**config.mk**
```make
export PLATFORM = sky130hd
export DESIGN_NAME = complement_ring_down_counter
export DESIGN_NICKNAME = d
export VERILOG_FILES = /design/src/design/ring_counter_pkg.sv /design/src/design/two_entry_buffer.sv /design/src/design/complement_ring_down_counter.sv
export SDC_FILE = /design/constraint.sdc
export NUM_CORES = 1
export LEC_CHECK = 0
export BUFFER_PORTS_ARGS = -buffer_cell sky130_fd_sc_hd__buf_2
export CAP_MARGIN = 15
export CORE_ASPECT_RATIO = 1.4
export CORE_MARGIN = 2
export CORE_UTILIZATION = 40
export DETAILED_ROUTE_END_ITERATION = 10
export GPL_TIMING_DRIVEN = 0
export PLACE_DENSITY = 0.71
export SETUP_SLACK_MARGIN = 0.3
export SYNTH_ARGS = -nofsm -noshare
export SYNTH_HDL_FRONTEND = slang
export SYNTH_SLANG_ARGS = --single-unit
export TNS_END_PERCENT = 20
```
**constraint.sdc**
```tcl
create_clock -name i_sys_clk -period 3.4 [get_ports i_sys_clk]
set_input_delay 0.34 -clock i_sys_clk [delete_from_list [all_inputs] [get_ports i_sys_clk]]
set_output_delay 0.34 -clock i_sys_clk [all_outputs]
set_load 0.01 [all_outputs]
```
**src/design/ring_counter_pkg.sv**
```systemverilog
// Constants shared by the complement ring down counter and its testbench.
// Assumes a single 10 MHz system clock; every pulse input is one clock wide.
package ring_counter_pkg;

    // ************************************************************
    // ring geometry
    // ************************************************************
    localparam int             RING_LEN        = 9;
    localparam int             POS_LSB         = 1;
    localparam int             POS_SERIAL_TAP  = 2;
    localparam int             POS_BORROW_IN   = 7;
    localparam int             POS_DELAY_INH   = 8;
    localparam int             POS_TOP         = 9;
    localparam int             PLAIN_SHIFT_TOP = 6;

    // ************************************************************
    // reset values
    // ************************************************************
    localparam logic [9:1]     RING_RESET      = 9'h1FF;
    localparam logic           SER_RESET       = 1'h1;
    localparam logic           STAGE_CLEAR     = 1'h0;

    // ************************************************************
    // burst and limits
    // ************************************************************
    localparam int             CNT_W           = 4;
    localparam logic [3:0]     LAST_SHIFT      = 4'h8;
    localparam int             COUNT_W         = 9;
    localparam int             RANGE_MAX_COUNT = 64;
    localparam int             AZIM_MAX_COUNT  = 256;

    // ************************************************************
    // timing
    // ************************************************************
    localparam int             CLK_PERIOD_NS     = 100;
    localparam int             DRIVE_SPACING_NS  = 20000;
    localparam int             DRIVE_SPACING_CYC = DRIVE_SPACING_NS / CLK_PERIOD_NS;
    localparam int             GAP_LIMIT_CYC     = 2 * DRIVE_SPACING_CYC;
    localparam int             GAP_W             = 9;

    // ************************************************************
    // phases of a counting cycle
    // ************************************************************
    typedef enum logic [1:0] {
        PH_IDLE,
        PH_COUNT,
        PH_BORROW,
        PH_CLEAR
    } phase_e;

endpackage : ring_counter_pkg

```
**src/design/two_entry_buffer.sv**
```systemverilog
// Two-entry valid/ready buffer; outputs come straight from flip-flops.
// Assumes one clock, asynchronous active-high reset and a clock enable.
`timescale 1ns/1ps
module two_entry_buffer #(
    parameter int WIDTH = 1
) (
    input  wire logic             i_sys_clk,
    input  wire logic             i_rst,
    input  wire logic             i_clk_en,
    input  wire logic             i_in_valid,
    input  wire logic [WIDTH-1:0] i_in_data,
    output logic                  o_in_ready,
    output logic                  o_out_valid,
    output logic [WIDTH-1:0]      o_out_data,
    input  wire logic             i_out_ready
);
    logic             push;
    logic             pop;
    logic             head_valid_next;
    logic [WIDTH-1:0] head_data_next;
    logic             skid_valid_reg;
    logic             skid_valid_next;
    logic [WIDTH-1:0] skid_data_reg;
    logic [WIDTH-1:0] skid_data_next;

    assign push = i_clk_en & i_in_valid & o_in_ready;
    assign pop  = i_clk_en & o_out_valid & i_out_ready;

    // ************************************************************
    // next state: head word is the output, skid word catches a stall
    // ************************************************************
    always_comb begin
        head_valid_next = o_out_valid;
        head_data_next  = o_out_data;
        skid_valid_next = skid_valid_reg;
        skid_data_next  = skid_data_reg;
        if (!o_out_valid || pop) begin
            if (skid_valid_reg) begin
                head_valid_next = 1'b1;
                head_data_next  = skid_data_reg;
                skid_valid_next = push;
                skid_data_next  = i_in_data;
            end else begin
                head_valid_next = push;
                head_data_next  = i_in_data;
            end
        end else if (push) begin
            skid_valid_next = 1'b1;
            skid_data_next  = i_in_data;
        end
    end

    always_ff @(posedge i_sys_clk or posedge i_rst) begin
        if (i_rst) begin
            o_out_valid    <= 1'b0;
            o_out_data     <= '0;
            skid_valid_reg <= 1'b0;
            skid_data_reg  <= '0;
            o_in_ready     <= 1'b1;
        end else if (i_clk_en) begin
            o_out_valid    <= head_valid_next;
            o_out_data     <= head_data_next;
            skid_valid_reg <= skid_valid_next;
            skid_data_reg  <= skid_data_next;
            o_in_ready     <= ~skid_valid_next;
        end
    end
endmodule : two_entry_buffer

```
**src/design/complement_ring_down_counter.sv**
```systemverilog
// Serial ones-complement down counter built as a nine-position ring with
// add-in, borrow and borrow delay stages and a serial output stage.
// Assumes increment, drive and clear pulses are one clock wide and synchronous;
// the drive source honours o_drive_ready and sends bursts of nine.
//
// Functional notes
// three phases: count without borrow, count with borrow, clear.
// after reset ring positions 1-9 and serial stage hold 1.
// increment sets add-in stage; other stages unchanged until next drive.
// drive moves every stage to its successor; position 1 feeds 9.
// add-in 1 feeds borrow stage input and inhibits position 9.
// position 1 out feeds position 9 and inhibits borrow stage.
// input and inhibit together on a shift store 0.
// serial stage loads position 2, passes old content downstream.
// readout register takes one bit per drive pulse.
// increment complete after ninth drive; ring holds ones-complement of count.
// from reset, one increment and nine shifts give 111 111 110.
// second increment and nine shifts give 111 111 101.
// borrow stage 1 passes to delay stage, recirculates unless inhibited.
// delay stage input and borrow recirculation share one readout.
// delay stage 1 inhibits position 8 and writes 1 into 7.
// delay stage 1 holds back the moving zero by one position.
// single borrow: lettered stages all 0 after third drive.
// bit weights valid at reset and after ninth shift; position 1 lsb.
// drive pulses come in bursts of nine, 20 us apart.
// clear pulse sets ring to 1 and clears the delay stage.
// range use counts to 64, azimuth use to 256.
// at most one increment between bursts, none within a burst.
// all stages update together from values before the drive.
`timescale 1ns/1ps
module complement_ring_down_counter
    import ring_counter_pkg::*;
#(
    parameter int MAX_COUNT = ring_counter_pkg::RANGE_MAX_COUNT
) (
    input  wire logic                            i_sys_clk,
    input  wire logic                            i_rst,
    input  wire logic                            i_clk_en,
    input  wire logic                            i_incr,
    input  wire logic                            i_drive,
    input  wire logic                            i_clear,
    input  wire logic                            i_ser_ready,
    output logic                                 o_drive_ready,
    output logic                                 o_ser_valid,
    output logic                                 o_ser_bit,
    output logic [9:1]                           o_ring,
    output logic [ring_counter_pkg::COUNT_W-1:0] o_count,
    output logic                                 o_done,
    output logic                                 o_at_limit,
    output ring_counter_pkg::phase_e             o_phase,
    output logic                                 o_gap_err
);
    import ring_counter_pkg::*;

    localparam logic [COUNT_W:0] LIMIT     = (COUNT_W+1)'(MAX_COUNT);
    localparam logic [GAP_W-1:0] GAP_LIMIT = GAP_W'(GAP_LIMIT_CYC);

    // ************************************************************
    // state
    // ************************************************************
    logic [9:1]           ring_reg;
    logic [9:1]           ring_next;
    logic                 add_reg;
    logic                 add_next;
    logic                 borrow_reg;
    logic                 borrow_next;
    logic                 delay_reg;
    logic                 delay_next;
    logic                 ser_reg;
    logic                 ser_next;
    logic [CNT_W-1:0]     shift_cnt_reg;
    logic [GAP_W-1:0]     gap_cnt_reg;
    logic [PLAIN_SHIFT_TOP:1] ring_shifted;
    logic                 clear_acc;
    logic                 shift_acc;
    logic                 incr_acc;
    logic                 last_shift;
    logic                 borrow_ready;
    logic [COUNT_W-1:0]   count_next;

    // ************************************************************
    // accepted pulses: clear wins, a drive needs buffer room
    // ************************************************************
    assign clear_acc  = i_clk_en & i_clear;
    assign shift_acc  = i_clk_en & i_drive & o_drive_ready & ~i_clear;
    assign incr_acc   = i_clk_en & i_incr & ~i_drive & ~i_clear;
    assign last_shift = shift_acc & (shift_cnt_reg == LAST_SHIFT);
    assign count_next = ~ring_next;

    // ************************************************************
    // plain ring positions 1 to 6 take their upper neighbour
    // ************************************************************
    genvar k;
    generate
        for (k = POS_LSB; k <= PLAIN_SHIFT_TOP; k++) begin : g_plain
            assign ring_shifted[k] = ring_reg[k+1];
        end
    endgenerate

    // ************************************************************
    // next values, all from the state before the drive
    // ************************************************************
    always_comb begin
        ring_next   = ring_reg;
        add_next    = add_reg;
        borrow_next = borrow_reg;
        delay_next  = delay_reg;
        ser_next    = ser_reg;
        if (clear_acc) begin
            ring_next   = RING_RESET;
            add_next    = STAGE_CLEAR;
            borrow_next = STAGE_CLEAR;
            delay_next  = STAGE_CLEAR;
            ser_next    = SER_RESET;
        end else if (shift_acc) begin
            ring_next[PLAIN_SHIFT_TOP:POS_LSB] = ring_shifted;
            ring_next[POS_TOP]       = ring_reg[POS_LSB] & ~add_reg;
            ring_next[POS_DELAY_INH] = ring_reg[POS_TOP] & ~delay_reg;
            ring_next[POS_BORROW_IN] = ring_reg[POS_DELAY_INH] | delay_reg;
            add_next    = STAGE_CLEAR;
            borrow_next = (add_reg | borrow_reg) & ~ring_reg[POS_LSB];
            delay_next  = borrow_reg;
            ser_next    = ring_reg[POS_SERIAL_TAP];
        end else if (incr_acc) begin
            add_next = 1'b1;
        end
    end

    // ************************************************************
    // stage registers
    // ************************************************************
    always_ff @(posedge i_sys_clk or posedge i_rst) begin
        if (i_rst) begin
            ring_reg   <= RING_RESET;
            add_reg    <= STAGE_CLEAR;
            borrow_reg <= STAGE_CLEAR;
            delay_reg  <= STAGE_CLEAR;
            ser_reg    <= SER_RESET;
        end else if (i_clk_en) begin
            ring_reg   <= ring_next;
            add_reg    <= add_next;
            borrow_reg <= borrow_next;
            delay_reg  <= delay_next;
            ser_reg    <= ser_next;
        end
    end

    always_ff @(posedge i_sys_clk or posedge i_rst) begin
        if (i_rst) begin
            o_ring <= RING_RESET;
        end else if (i_clk_en) begin
            o_ring <= ring_next;
        end
    end

    // ************************************************************
    // burst position: nine shifts finish one increment
    // ************************************************************
    always_ff @(posedge i_sys_clk or posedge i_rst) begin
        if (i_rst) begin
            shift_cnt_reg <= '0;
        end else if (i_clk_en) begin
            if (clear_acc || last_shift) begin
                shift_cnt_reg <= '0;
            end else if (shift_acc) begin
                shift_cnt_reg <= shift_cnt_reg + 1'b1;
            end
        end
    end

    // ************************************************************
    // count result, weights valid only after reset, clear or the ninth shift
    // ************************************************************
    always_ff @(posedge i_sys_clk or posedge i_rst) begin
        if (i_rst) begin
            o_count    <= '0;
            o_done     <= 1'b0;
            o_at_limit <= 1'b0;
        end else if (i_clk_en) begin
            o_done <= last_shift;
            if (clear_acc) begin
                o_count    <= '0;
                o_at_limit <= 1'b0;
            end else if (last_shift) begin
                o_count    <= count_next;
                o_at_limit <= ({1'b0, count_next} >= LIMIT);
            end
        end
    end

    // ************************************************************
    // phase of the cycle
    // ************************************************************
    assign borrow_ready = borrow_next | delay_next;

    always_ff @(posedge i_sys_clk or posedge i_rst) begin
        if (i_rst) begin
            o_phase <= PH_IDLE;
        end else if (i_clk_en) begin
            case (o_phase)
                PH_IDLE, PH_COUNT, PH_BORROW: begin
                    if (clear_acc) begin
                        o_phase <= PH_CLEAR;
                    end else if (shift_acc && borrow_ready) begin
                        o_phase <= PH_BORROW;
                    end else if (last_shift) begin
                        o_phase <= PH_IDLE;
                    end else if (shift_acc || incr_acc) begin
                        o_phase <= PH_COUNT;
                    end
                end
                PH_CLEAR: begin
                    if (!clear_acc) begin
                        o_phase <= PH_IDLE;
                    end
                end
                default: begin
                    o_phase <= PH_IDLE;
                end
            endcase
        end
    end

    // ************************************************************
    // gap watch: a burst that stalls well past its pulse spacing
    // ************************************************************
    always_ff @(posedge i_sys_clk or posedge i_rst) begin
        if (i_rst) begin
            gap_cnt_reg <= '0;
            o_gap_err   <= 1'b0;
        end else if (i_clk_en) begin
            if (clear_acc) begin
                gap_cnt_reg <= '0;
                o_gap_err   <= 1'b0;
            end else if (shift_acc || shift_cnt_reg == '0) begin
                gap_cnt_reg <= '0;
            end else if (gap_cnt_reg == GAP_LIMIT) begin
                o_gap_err <= 1'b1;
            end else begin
                gap_cnt_reg <= gap_cnt_reg + 1'b1;
            end
        end
    end

    // ************************************************************
    // serial output buffer
    // ************************************************************
    two_entry_buffer #(
        .WIDTH (1)
    ) u_ser_buf (
        .i_sys_clk   (i_sys_clk),
        .i_rst       (i_rst),
        .i_clk_en    (i_clk_en),
        .i_in_valid  (shift_acc),
        .i_in_data   (ser_reg),
        .o_in_ready  (o_drive_ready),
        .o_out_valid (o_ser_valid),
        .o_out_data  (o_ser_bit),
        .i_out_ready (i_ser_ready)
    );
endmodule : complement_ring_down_counter

```
## After elaboration in Yosys (flattened, before gate mapping)

Index checks and enable logic that the tools add are counted.
W data, S select, Z words.

- Output and inout bits: 26
- Register bits after elaboration: 45
- RAM bits: 0
- Memories: 0
- Logic and storage cells: 116
- Bits in latches: 0
- Input port bits: 7
- ROM bits: 0

- $mul: 0
- Order comparisons: 1
- Reduce and logical (&&, ||, !) cells: 24
- Bitwise operators: 25
- Add/subtract/negate cells: 2
- Muxes and demuxes: 37
- Equality and inequality tests: 10
- Shift operators: 0
- Divide/modulo/power cells: 0

Operator list:

| kind | number |
|---|---|
| $mux W9 | 7 |
| $mux W1 | 22 |
| $and A1 B1 Y1 | 15 |
| $reduce_and A2 Y1 | 6 |
| $mux W2 | 5 |
| $reduce_bool A2 Y1 | 5 |
| $add A9 B1 Y9 const B | 1 |
| $eq A9 B9 Y1 const B | 1 |
| $ge A9 B7 Y1 const B | 1 |
| $not A9 Y9 | 1 |
| $reduce_and A3 Y1 | 3 |
| $mux W4 | 2 |
| $not A1 Y1 | 6 |
| $ne A5 B5 Y1 const B | 1 |
| $add A4 B1 Y4 const B | 1 |
| $eq A2 B2 Y1 const B | 2 |
| $eq A4 B4 Y1 const B | 1 |
| $logic_not A4 Y1 | 1 |
| $logic_or A1 B1 Y1 | 4 |
| $ne A2 B2 Y1 const B | 2 |
| $pmux W2 S2 | 1 |
| $ne A3 B3 Y1 const B | 1 |
| $or A1 B1 Y1 | 3 |
| $reduce_bool A3 Y1 | 1 |
| other kinds (6) | 6 |

## Longest topological paths before layout

Gate-level depths: netlist of the first run.

- Depth after elaboration: 10
- Mapped depth: 7
- Mapped depth without buffers: 6

## Cells and area by module

A second synthesis of the first run with hierarchy kept.

- Cells, all modules: 233
- Area total of the unflattened synthesis: 2,294.7 um^2

By module, submodules not included:

| module | area each (um^2) | cells an instance | seq. area each (um^2) | instances |
|---|---|---|---|---|
| complement_ring_down_counter | 2,029.4 | 205 | 1,013.5 | 1 |
| two_entry_buffer | 265.3 | 28 | 126.4 | 1 |

## Least setup slack after synthesis of the first run

OpenSTA, ideal clock, no wires.

- Kind: register -> register
- From: register shift_cnt_reg[0]
- To: register gap_cnt_reg[0]
- Cell stages (with the launch flop): 7
- Path buffers: 0
- Data required time: 3.275 ns
- Period minus slack after synthesis: 1.684 ns
- Setup slack: 1.716 ns
- Setup time: 0.125 ns
- Arrival time: 1.559 ns
- Path through: dfrtp_1 > inv_1 > ha_1 > or3b_1 > nand2_1 > o21ai_1 > mux2_2

- Cells in the longest elaborated chain, start to end: 4
- Elaborated cells between the ends (all ways): 6
- Those cells by class: eq/ne: 1; mux: 2; reduce/logical: 3

RTL lines:

| item | RTL line | source |
|---|---|---|
| start, declared | complement_ring_down_counter.sv:71 | `logic [CNT_W-1:0] shift_cnt_reg;` |
| start signal, assigned | complement_ring_down_counter.sv:166 | `shift_cnt_reg <= shift_cnt_reg + 1'b1;` |
| $logic_not A4 Y1 (*) | complement_ring_down_counter.sv:235 | `end else if (shift_acc \|\| shift_cnt_reg == '0) begin` |
| $logic_or A1 B1 Y1 (*) | complement_ring_down_counter.sv:235 |  |
| $ne A3 B3 Y1 (no source line) / $mux W9 (equally long branches) | n/a |  |
| $reduce_and A2 Y1 (no source line) / $mux W9 (equally long branches) | n/a |  |
| end signal, assigned | complement_ring_down_counter.sv:240 | `gap_cnt_reg <= gap_cnt_reg + 1'b1;` |
| end, declared | complement_ring_down_counter.sv:72 | `logic [GAP_W-1:0] gap_cnt_reg;` |

Mark *: on every way between the ends. The rest lies on a longest branch, timed or not.
A chain may end at the register's enable or synchronous reset.

## Worst setup path in the final report of the first run

Same ends and word-level chain as after synthesis.

==> results_dict.tcl, run 1 <==
set metrics [dict create \
    status "complete, no violations" \
    cts_setup_buffers 0 \
    yosys-top-cells-area "dfrtp_1 40%, dfstp_2 13%, nand2_1 5.8%" \
    wl_met3_um 228 \
    final_nets 273 \
    max_freq_mhz 531.5 \
    grt_usage_pct 17.54 \
    critPathKind "flip-flop to flip-flop" \
    worstSkewPairLatency_ns 0.31 \
    synthArstFlopShare_pct 100.0 \
    yosys.area_share.simple_pct 21.16 \
    muxShareOfSynthArea_pct 2.500 \
    finalMaxSlewViolations 0 \
    fin_crit_sh_pct 55.34 \
    synth-seq-cells 45 \
    hold_viol_final 0 \
    crit_family "simple AND/OR/NAND/NOR gates" \
    port_buffers 31 \
    die_w_um 65.99 \
    synth-xor-area-share_pct 0 \
    wirelength_met1_um 2134 \
    critPathMaxStageDelay_ns 0.43 \
    worstPathCellList "inv_1, ha_1, or3b_1, nand2_1, o21ai_1, mux2_2" \
    numCtsBuffers 5 \
    cts_max_level 2 \
    hold_class "input pin to flip-flop" \
    dr_wl_met2_um 2591 \
    mappedNetlistArea_um2 2152 \
    routed.top_layer "met4" \
    antenna_found_initial 0 \
    grt_first_pass_wirelength_um 8280 \
    drt-initial-drc-count 91 \
    routed_via_density 5.596 \
    maxCapViolCount 0 \
    grt_max_degree 38 \
    grt_pass1_vias 1770 \
    cts_buffer_depth 2 \
    wl_per_cell_um 15.22 \
    worstMarginPinSlew_ns 0.5272 \
    gp_congestion 0.9292 \
    cts_tree "built" \
    dr_total_vias 1841 \
    crit_buf_inv 1 \
    fp-row-count 31 \
    power.leakage_nw 1.169 \
    max_slew_margin_pct 64.54 \
    num_antenna_cells 0 \
    synth_edf_count 0 \
    synth_compound_area_share_pct 17.09 \
    syn_inst 222 \
    ios 33 \
    cts.reportedPaths.clkPinSlew_ns 0.09 \
    synth-seq-area-share_pct 52.97 \
    cp-start-kind "flip-flop" \
    synth_top_family_by_area "simple AND/OR/NAND/NOR gates" \
    drive_above_1_share_pct 25.48 \
    overflow 0 \
    vdd_ir_drop_max_mv 0.2492 \
    dp_hpwl_um 3625 \
    cp.required_ns 3.60 \
    synth-adder-area-share_pct 2.326 \
    synthDistinctLibCells 45 \
    setup_viol 0 \
    tns_ns 0 \
    dieArea_um2 5991 \
    first_pass_iters 4 \
    worstSetupEndpointType "flip-flop" \
    root_buffer "clkbuf_8" \
    post_cts_resized 0 \
    core_region_area_um2 5197 \
    finalCriticalPeriod_ns 1.881 \
    synthesis.nets 233 \
    initial_core_util_pct 41.41 \
    yosysTopAreaCell "dfrtp_1" \
    dieHeight_um 90.79 \
    skew_ns 0.007132 \
    ys_warn_count 0 \
    cts.sinks 45 \
    yosysTopAreaCellShare_pct 39.53 \
    area_growth_syn_to_layout_pct 16.80 \
    p_per_area_nw_per_um2 460.6 \
    drc 0 \
    nFillCells 517 \
    worst-path-max-fanout 7 \
    avgSynthCellArea_um2 9.694 \
    rsz0062_at_grt "no" \
    wl_um 5007 \
    crit_arrival_ns 2.08 \
    final_util_pct 48.36 \
    slowest_stage "or3b_1" \
    synthFlopType "dfrtp_1" \
    ant_nets 0 \
]
## worst paths after layout
kind,start,end,slack (ns),depth (start not counted)
min,i_clear,add_reg,0.34,2
max reg2reg,shift_cnt_reg[0],gap_cnt_reg[0],1.52,6
min in group asynchronous,i_rst,o_count[3],0.49,3
min reg2reg,u_ser_buf.o_out_data,u_ser_buf.o_out_data,0.48,2
max,shift_cnt_reg[0],gap_cnt_reg[0],1.52,6
max in group asynchronous,i_rst,o_ring[9],2.38,4
## Yosys cell counts, drive strengths merged (2+ instances only)
library cell and n:
nor2b 5, inv 11, a21o 3, o21ai 21, mux2i 2, nand2 33
a22o 2, and3 3, nor3b 3, buf 6, ha 4, nand3 22
nand2b 2, a41oi 3, nor2 11, a31oi 5, o22ai 2, a211oi 2
a31o 3, a21oi 7, o21a 2, dfstp 11, clkbuf 4, mux2 3
a32o 2, dfrtp 34
## layout make-up
class,count,area [um^2],area share (%)
plain buffers,10,43.79,1.742
clock buffers,5,68.82,2.738
clock inverters,3,25.02,0.9955
inverters,11,41.29,1.643
multi-input cells,156,927.1,36.88
flip-flops and latches,45,1140,45.35
well taps,66,82.58,3.285
repair buffers,33,185.2,7.367
## cells by family (layout without fill, tap and decap cells)
group | after synthesis | after routing
AND/OR/NAND/NOR | 90 | 90
AO/OA/AOI/OAI | 57 | 57
flip-flops | 45 | 45
buffers and inverters | 21 | 62
multiplexers | 5 | 5
adder cells (fa/ha/maj) | 4 | 4
## metal layers
| layer | vias to the layer above | GRT usage [%] |
|---|---|---|
| met4 | 0 | 5.102 |
| met5 | - | 0 |
| li1 | 866 | - |
| met2 | 51 | 28.96 |
| met1 | 919 | 22.76 |
| met3 | 5 | 3.990 |
## power breakdown
part	total (mW)	internal, mW	switching, mW
registers	0.623	0.589	0.0347
logic	0.181	0.0747	0.106
clock network	0.353	0.150	0.203
total	1.16	0.813	0.344
## cells in the final DEF (no fill, tap or decap), types with 2 or more instances in the layout
cell	n
a31o_2	3
buf_2	36
a22o_1	2
clkbuf_1	4
nand2_1	33
o21a_1	2
and3_1	2
dfrtp_1	34
dfstp_2	11
inv_6	2
inv_1	10
mux2_2	3
mux2i_1	2
nor3b_1	3
nor2_1	11
a21o_1	3
a32o_1	2
nor2b_1	5
clkbuf_8	5
ha_1	4
o22ai_1	2
nand2b_1	2
a31oi_1	5
nand3_1	22
a41oi_1	3
a21oi_1	7
o21ai_0	20
a211oi_1	2
## worst reg2reg max path: cells and delay by family, from the launching register on
kind,cells,cell delay (ns)
DFF,1,0.42
and+or+nand+nor,2,0.68
adders and majority gates,1,0.18
muxes,1,0.28
AOI/OAI and AO/OA,1,0.13
buffers and inverters,1,0.09
## timing repair
item,in CTS,in global routing
hold endpoints to repair,4,0
hold buffers,1,0
setup endpoints to repair,0,0
## through the flow
step	area (um^2)	hold slack [ns]	worst slack [ns]	instances	power, mW
2_1_floorplan	2152	0.4605	1.716	222	0.7432
3_3_place_gp	2390	0.4649	1.443	319	0.8059
3_5_place_dp	2410	0.2636	1.543	320	0.8154
4_1_cts	2514	0.3447	1.521	329	1.168
5_1_grt	2514	0.3581	1.410	329	1.219
6_report	2514	0.3418	1.519	329	1.158
No activity file was read; power rests on OpenSTA's default activity.
==> inputs of run 2 (changes only) <==
ABC_AREA = 1   (was default)
PLACE_DENSITY = 0.7   (was 0.71)
clock period = 1.9 ns   (was 3.4 ns; I/O delays follow)
==> results_dict.tcl, run 2 <==
set metrics [dict create \
    synth_edf_count 0 \
    wl_per_cell_um 13.48 \
    skew_ns 0.008514 \
    vdd_ir_drop_max_mv 0.5870 \
    yosys-top-cells-area "dfrtp_1 37%, dfstp_2 13%, nand2_1 12%" \
    min_from "i_clk_en" \
    synthDistinctLibCells 31 \
    worstPathCellList "inv_1, ha_2, nand2_1, nor2_4, nor2_4, nand2_2, nand2_4, buf_8, nand2_2, o21ai_2" \
    wirelength_met1_um 2220 \
    routed.top_layer "met4" \
    p_per_area_nw_per_um2 883.7 \
    mostFrequentLayoutCells "72 x nand2_1, 34 x dfrtp_1, 33 x buf_2" \
    status "complete, no violations" \
    fin_crit_sh_pct 82.55 \
    finalMaxSlewViolations 0 \
    ys_warn_count 0 \
    dp_hpwl_um 3885 \
    die_w_um 68.19 \
    first_pass_iters 4 \
    area_growth_syn_to_layout_pct 22.72 \
    yosysTopAreaCell "dfrtp_1" \
    cts_buffer_depth 2 \
    p_int_mw 1.728 \
    fp-row-count 32 \
    grt_max_degree 39 \
    ant_nets 0 \
    wl_met3_um 197 \
    combPwrFrac_pct 22.7 \
    worstSetupEndpointType "flip-flop" \
    setup_viol 0 \
    dr_wl_met2_um 2876 \
    dieArea_um2 6400 \
    cp.required_ns 2.10 \
    initial_core_util_pct 41.76 \
    synthMostInstantiatedCell "nand2_1" \
    cts_max_level 2 \
    critPathKind "flip-flop to flip-flop" \
    drt-initial-drc-count 61 \
    avgSynthCellArea_um2 8.270 \
    synth-seq-area-share_pct 49.40 \
    finalCriticalPeriod_ns 1.568 \
    grt_first_pass_wirelength_um 8859 \
    drive_above_1_share_pct 31.12 \
    mappedNetlistArea_um2 2307 \
    cts.reportedPaths.clkPinSlew_ns 0.09 \
    root_buffer "clkbuf_8" \
    synthFlopType "dfrtp_1" \
    worstSkewPairLatency_ns 0.31 \
    antenna_found_initial 0 \
    routed_via_density 4.965 \
    power.leakage_nw 1.404 \
    cts_tree "built" \
    final_common_cell "nand2_1" \
    r2r_cells 10 \
    p_sw_share_pct 30.94 \
    crit_arrival_ns 1.77 \
    yosysTopAreaCellShare_pct 36.88 \
    seqPwrFrac_pct 47.7 \
    reg2reg_slack_ns 0.33 \
    hold_viol_final 0 \
    worst-path-max-fanout 6 \
    worstMarginPinSlew_ns 0.3066 \
    synthesis.nets 290 \
    final_nets 341 \
    grt_usage_pct 18.41 \
    synth-seq-cells 45 \
    port_buffers 32 \
    overflow 0 \
    numCtsBuffers 5 \
    max_slew_margin_pct 79.54 \
    dr_total_vias 1981 \
    slowest_stage "dfrtp_1" \
    min_path_cells 4 \
    core_region_area_um2 5525 \
    tns_ns 0 \
    crit_start "shift_cnt_reg[0]" \
    gp_congestion 0.8776 \
    cts.sinks 45 \
    finalNonFillerCells 399 \
    rsz0062_at_grt "yes" \
    grt_pass1_vias 1960 \
    ios 33 \
    synthArstFlopShare_pct 100.0 \
    dpl.cell_count 380 \
    wl_um 5377 \
    syn_inst 279 \
    critPathMaxStageDelay_ns 0.43 \
    hold_class "input pin to flip-flop" \
    synthTopCellsByCount "76 x nand2_1, 34 x dfrtp_1, 29 x inv_1, 26 x nor2_1, 20 x nand3_1" \
    dieHeight_um 93.86 \
    power.share.clock_pct 29.6 \
    maxCapViolCount 0 \
    cp-start-kind "flip-flop" \
    drc 0 \
    p_sw_mw 0.7742 \
    num_antenna_cells 0 \
    max_freq_mhz 637.6 \
    r2r_start "shift_cnt_reg[0]" \
]
## run 2: cell count changes after synthesis, moves of 6 or more
cell	before	now
nand2_2	0	6
o21ai_1	1	15
inv_1	11	29
nor2_1	11	26
o21ai_0	20	11
nand2_1	33	76
## run 2: per-layer routing
| layer | vias to the layer above | global-route usage [%] |
|---|---|---|
| met3 | 8 | 3.837 |
| met2 | 38 | 32.20 |
| li1 | 989 | - |
| met4 | 0 | 6.833 |
| met5 | - | 0 |
| met1 | 946 | 21.49 |
## run 2: cell type report
cell class                      count  area, um^2
Clock inverter                      3       46.29
Inverter                           33       123.9
Multi-Input combinational cell    194        1016
Fill cell                         535        2694
Timing Repair Buffer               44       282.8
Tap cell                           68       85.08
Sequential cell                    45        1140
Buffer                              7       68.82
Clock buffer                        5       68.82
## run 2: final timing paths
| check | end |
|---|---|
| max in group asynchronous | o_ring[9] |
| min in group asynchronous | o_count[3] |
| setup reg to reg | gap_cnt_reg[0] |
| setup / recovery | gap_cnt_reg[0] |
| hold / removal | o_done |
| hold reg to reg | o_gap_err |
## run 2: what timing repair did
action	CTS	global route
hold endpoints to repair	5	0
endpoints found under the setup margin	0	18
buffers inserted	0	9
hold buffers	1	0
gates resized for setup	0	12
## run 2: critical path: cells and delay by family (launching register included)
| family | cells | cell delay, ns |
|---|---|---|
| compound gates | 1 | 0.05 |
| fa+ha+maj | 1 | 0.18 |
| buf+inv | 2 | 0.22 |
| flops | 1 | 0.43 |
| simple gates | 6 | 0.58 |
## run 2: kinds of logic after synthesis
family / count (synthesis) / share of synthesized area (%)
AO/OA/AOI/OAI: 42 / 11.06
XOR/XNOR: 2 / 0.7594
adder cells (fa/ha/maj): 4 / 2.169
buffers and inverters: 40 / 8.188
flip-flops: 45 / 49.40
AND/OR/NAND/NOR: 146 / 28.42
## run 2: power by group through the flow
stage | registers (mW) | clock network, mW | logic (mW)
final | 1.19 | 0.741 | 0.568
after global routing | 1.21 | 0.792 | 0.643
after CTS | 1.19 | 0.759 | 0.534
after detailed placement | 1.21 | 0 | 0.530
after global placement | 1.20 | 0 | 0.513
after floorplan | 1.24 | 0 | 0.307
## run 2: through the flow
stage	worst slack, ns	hold slack, ns	instance area, um^2	util [%]	power, mW
after detailed placement	0.3241	0.1110	2572	46.56	1.739
final	0.3315	0.2240	2831	51.25	2.502
after CTS	0.3023	0.2120	2698	48.82	2.484
after floorplan	0.4898	0.3744	2307	-	1.546
after global placement	0.05905	0.4601	2552	46.20	1.716
after global routing	0.2731	0.2472	2831	51.25	2.646
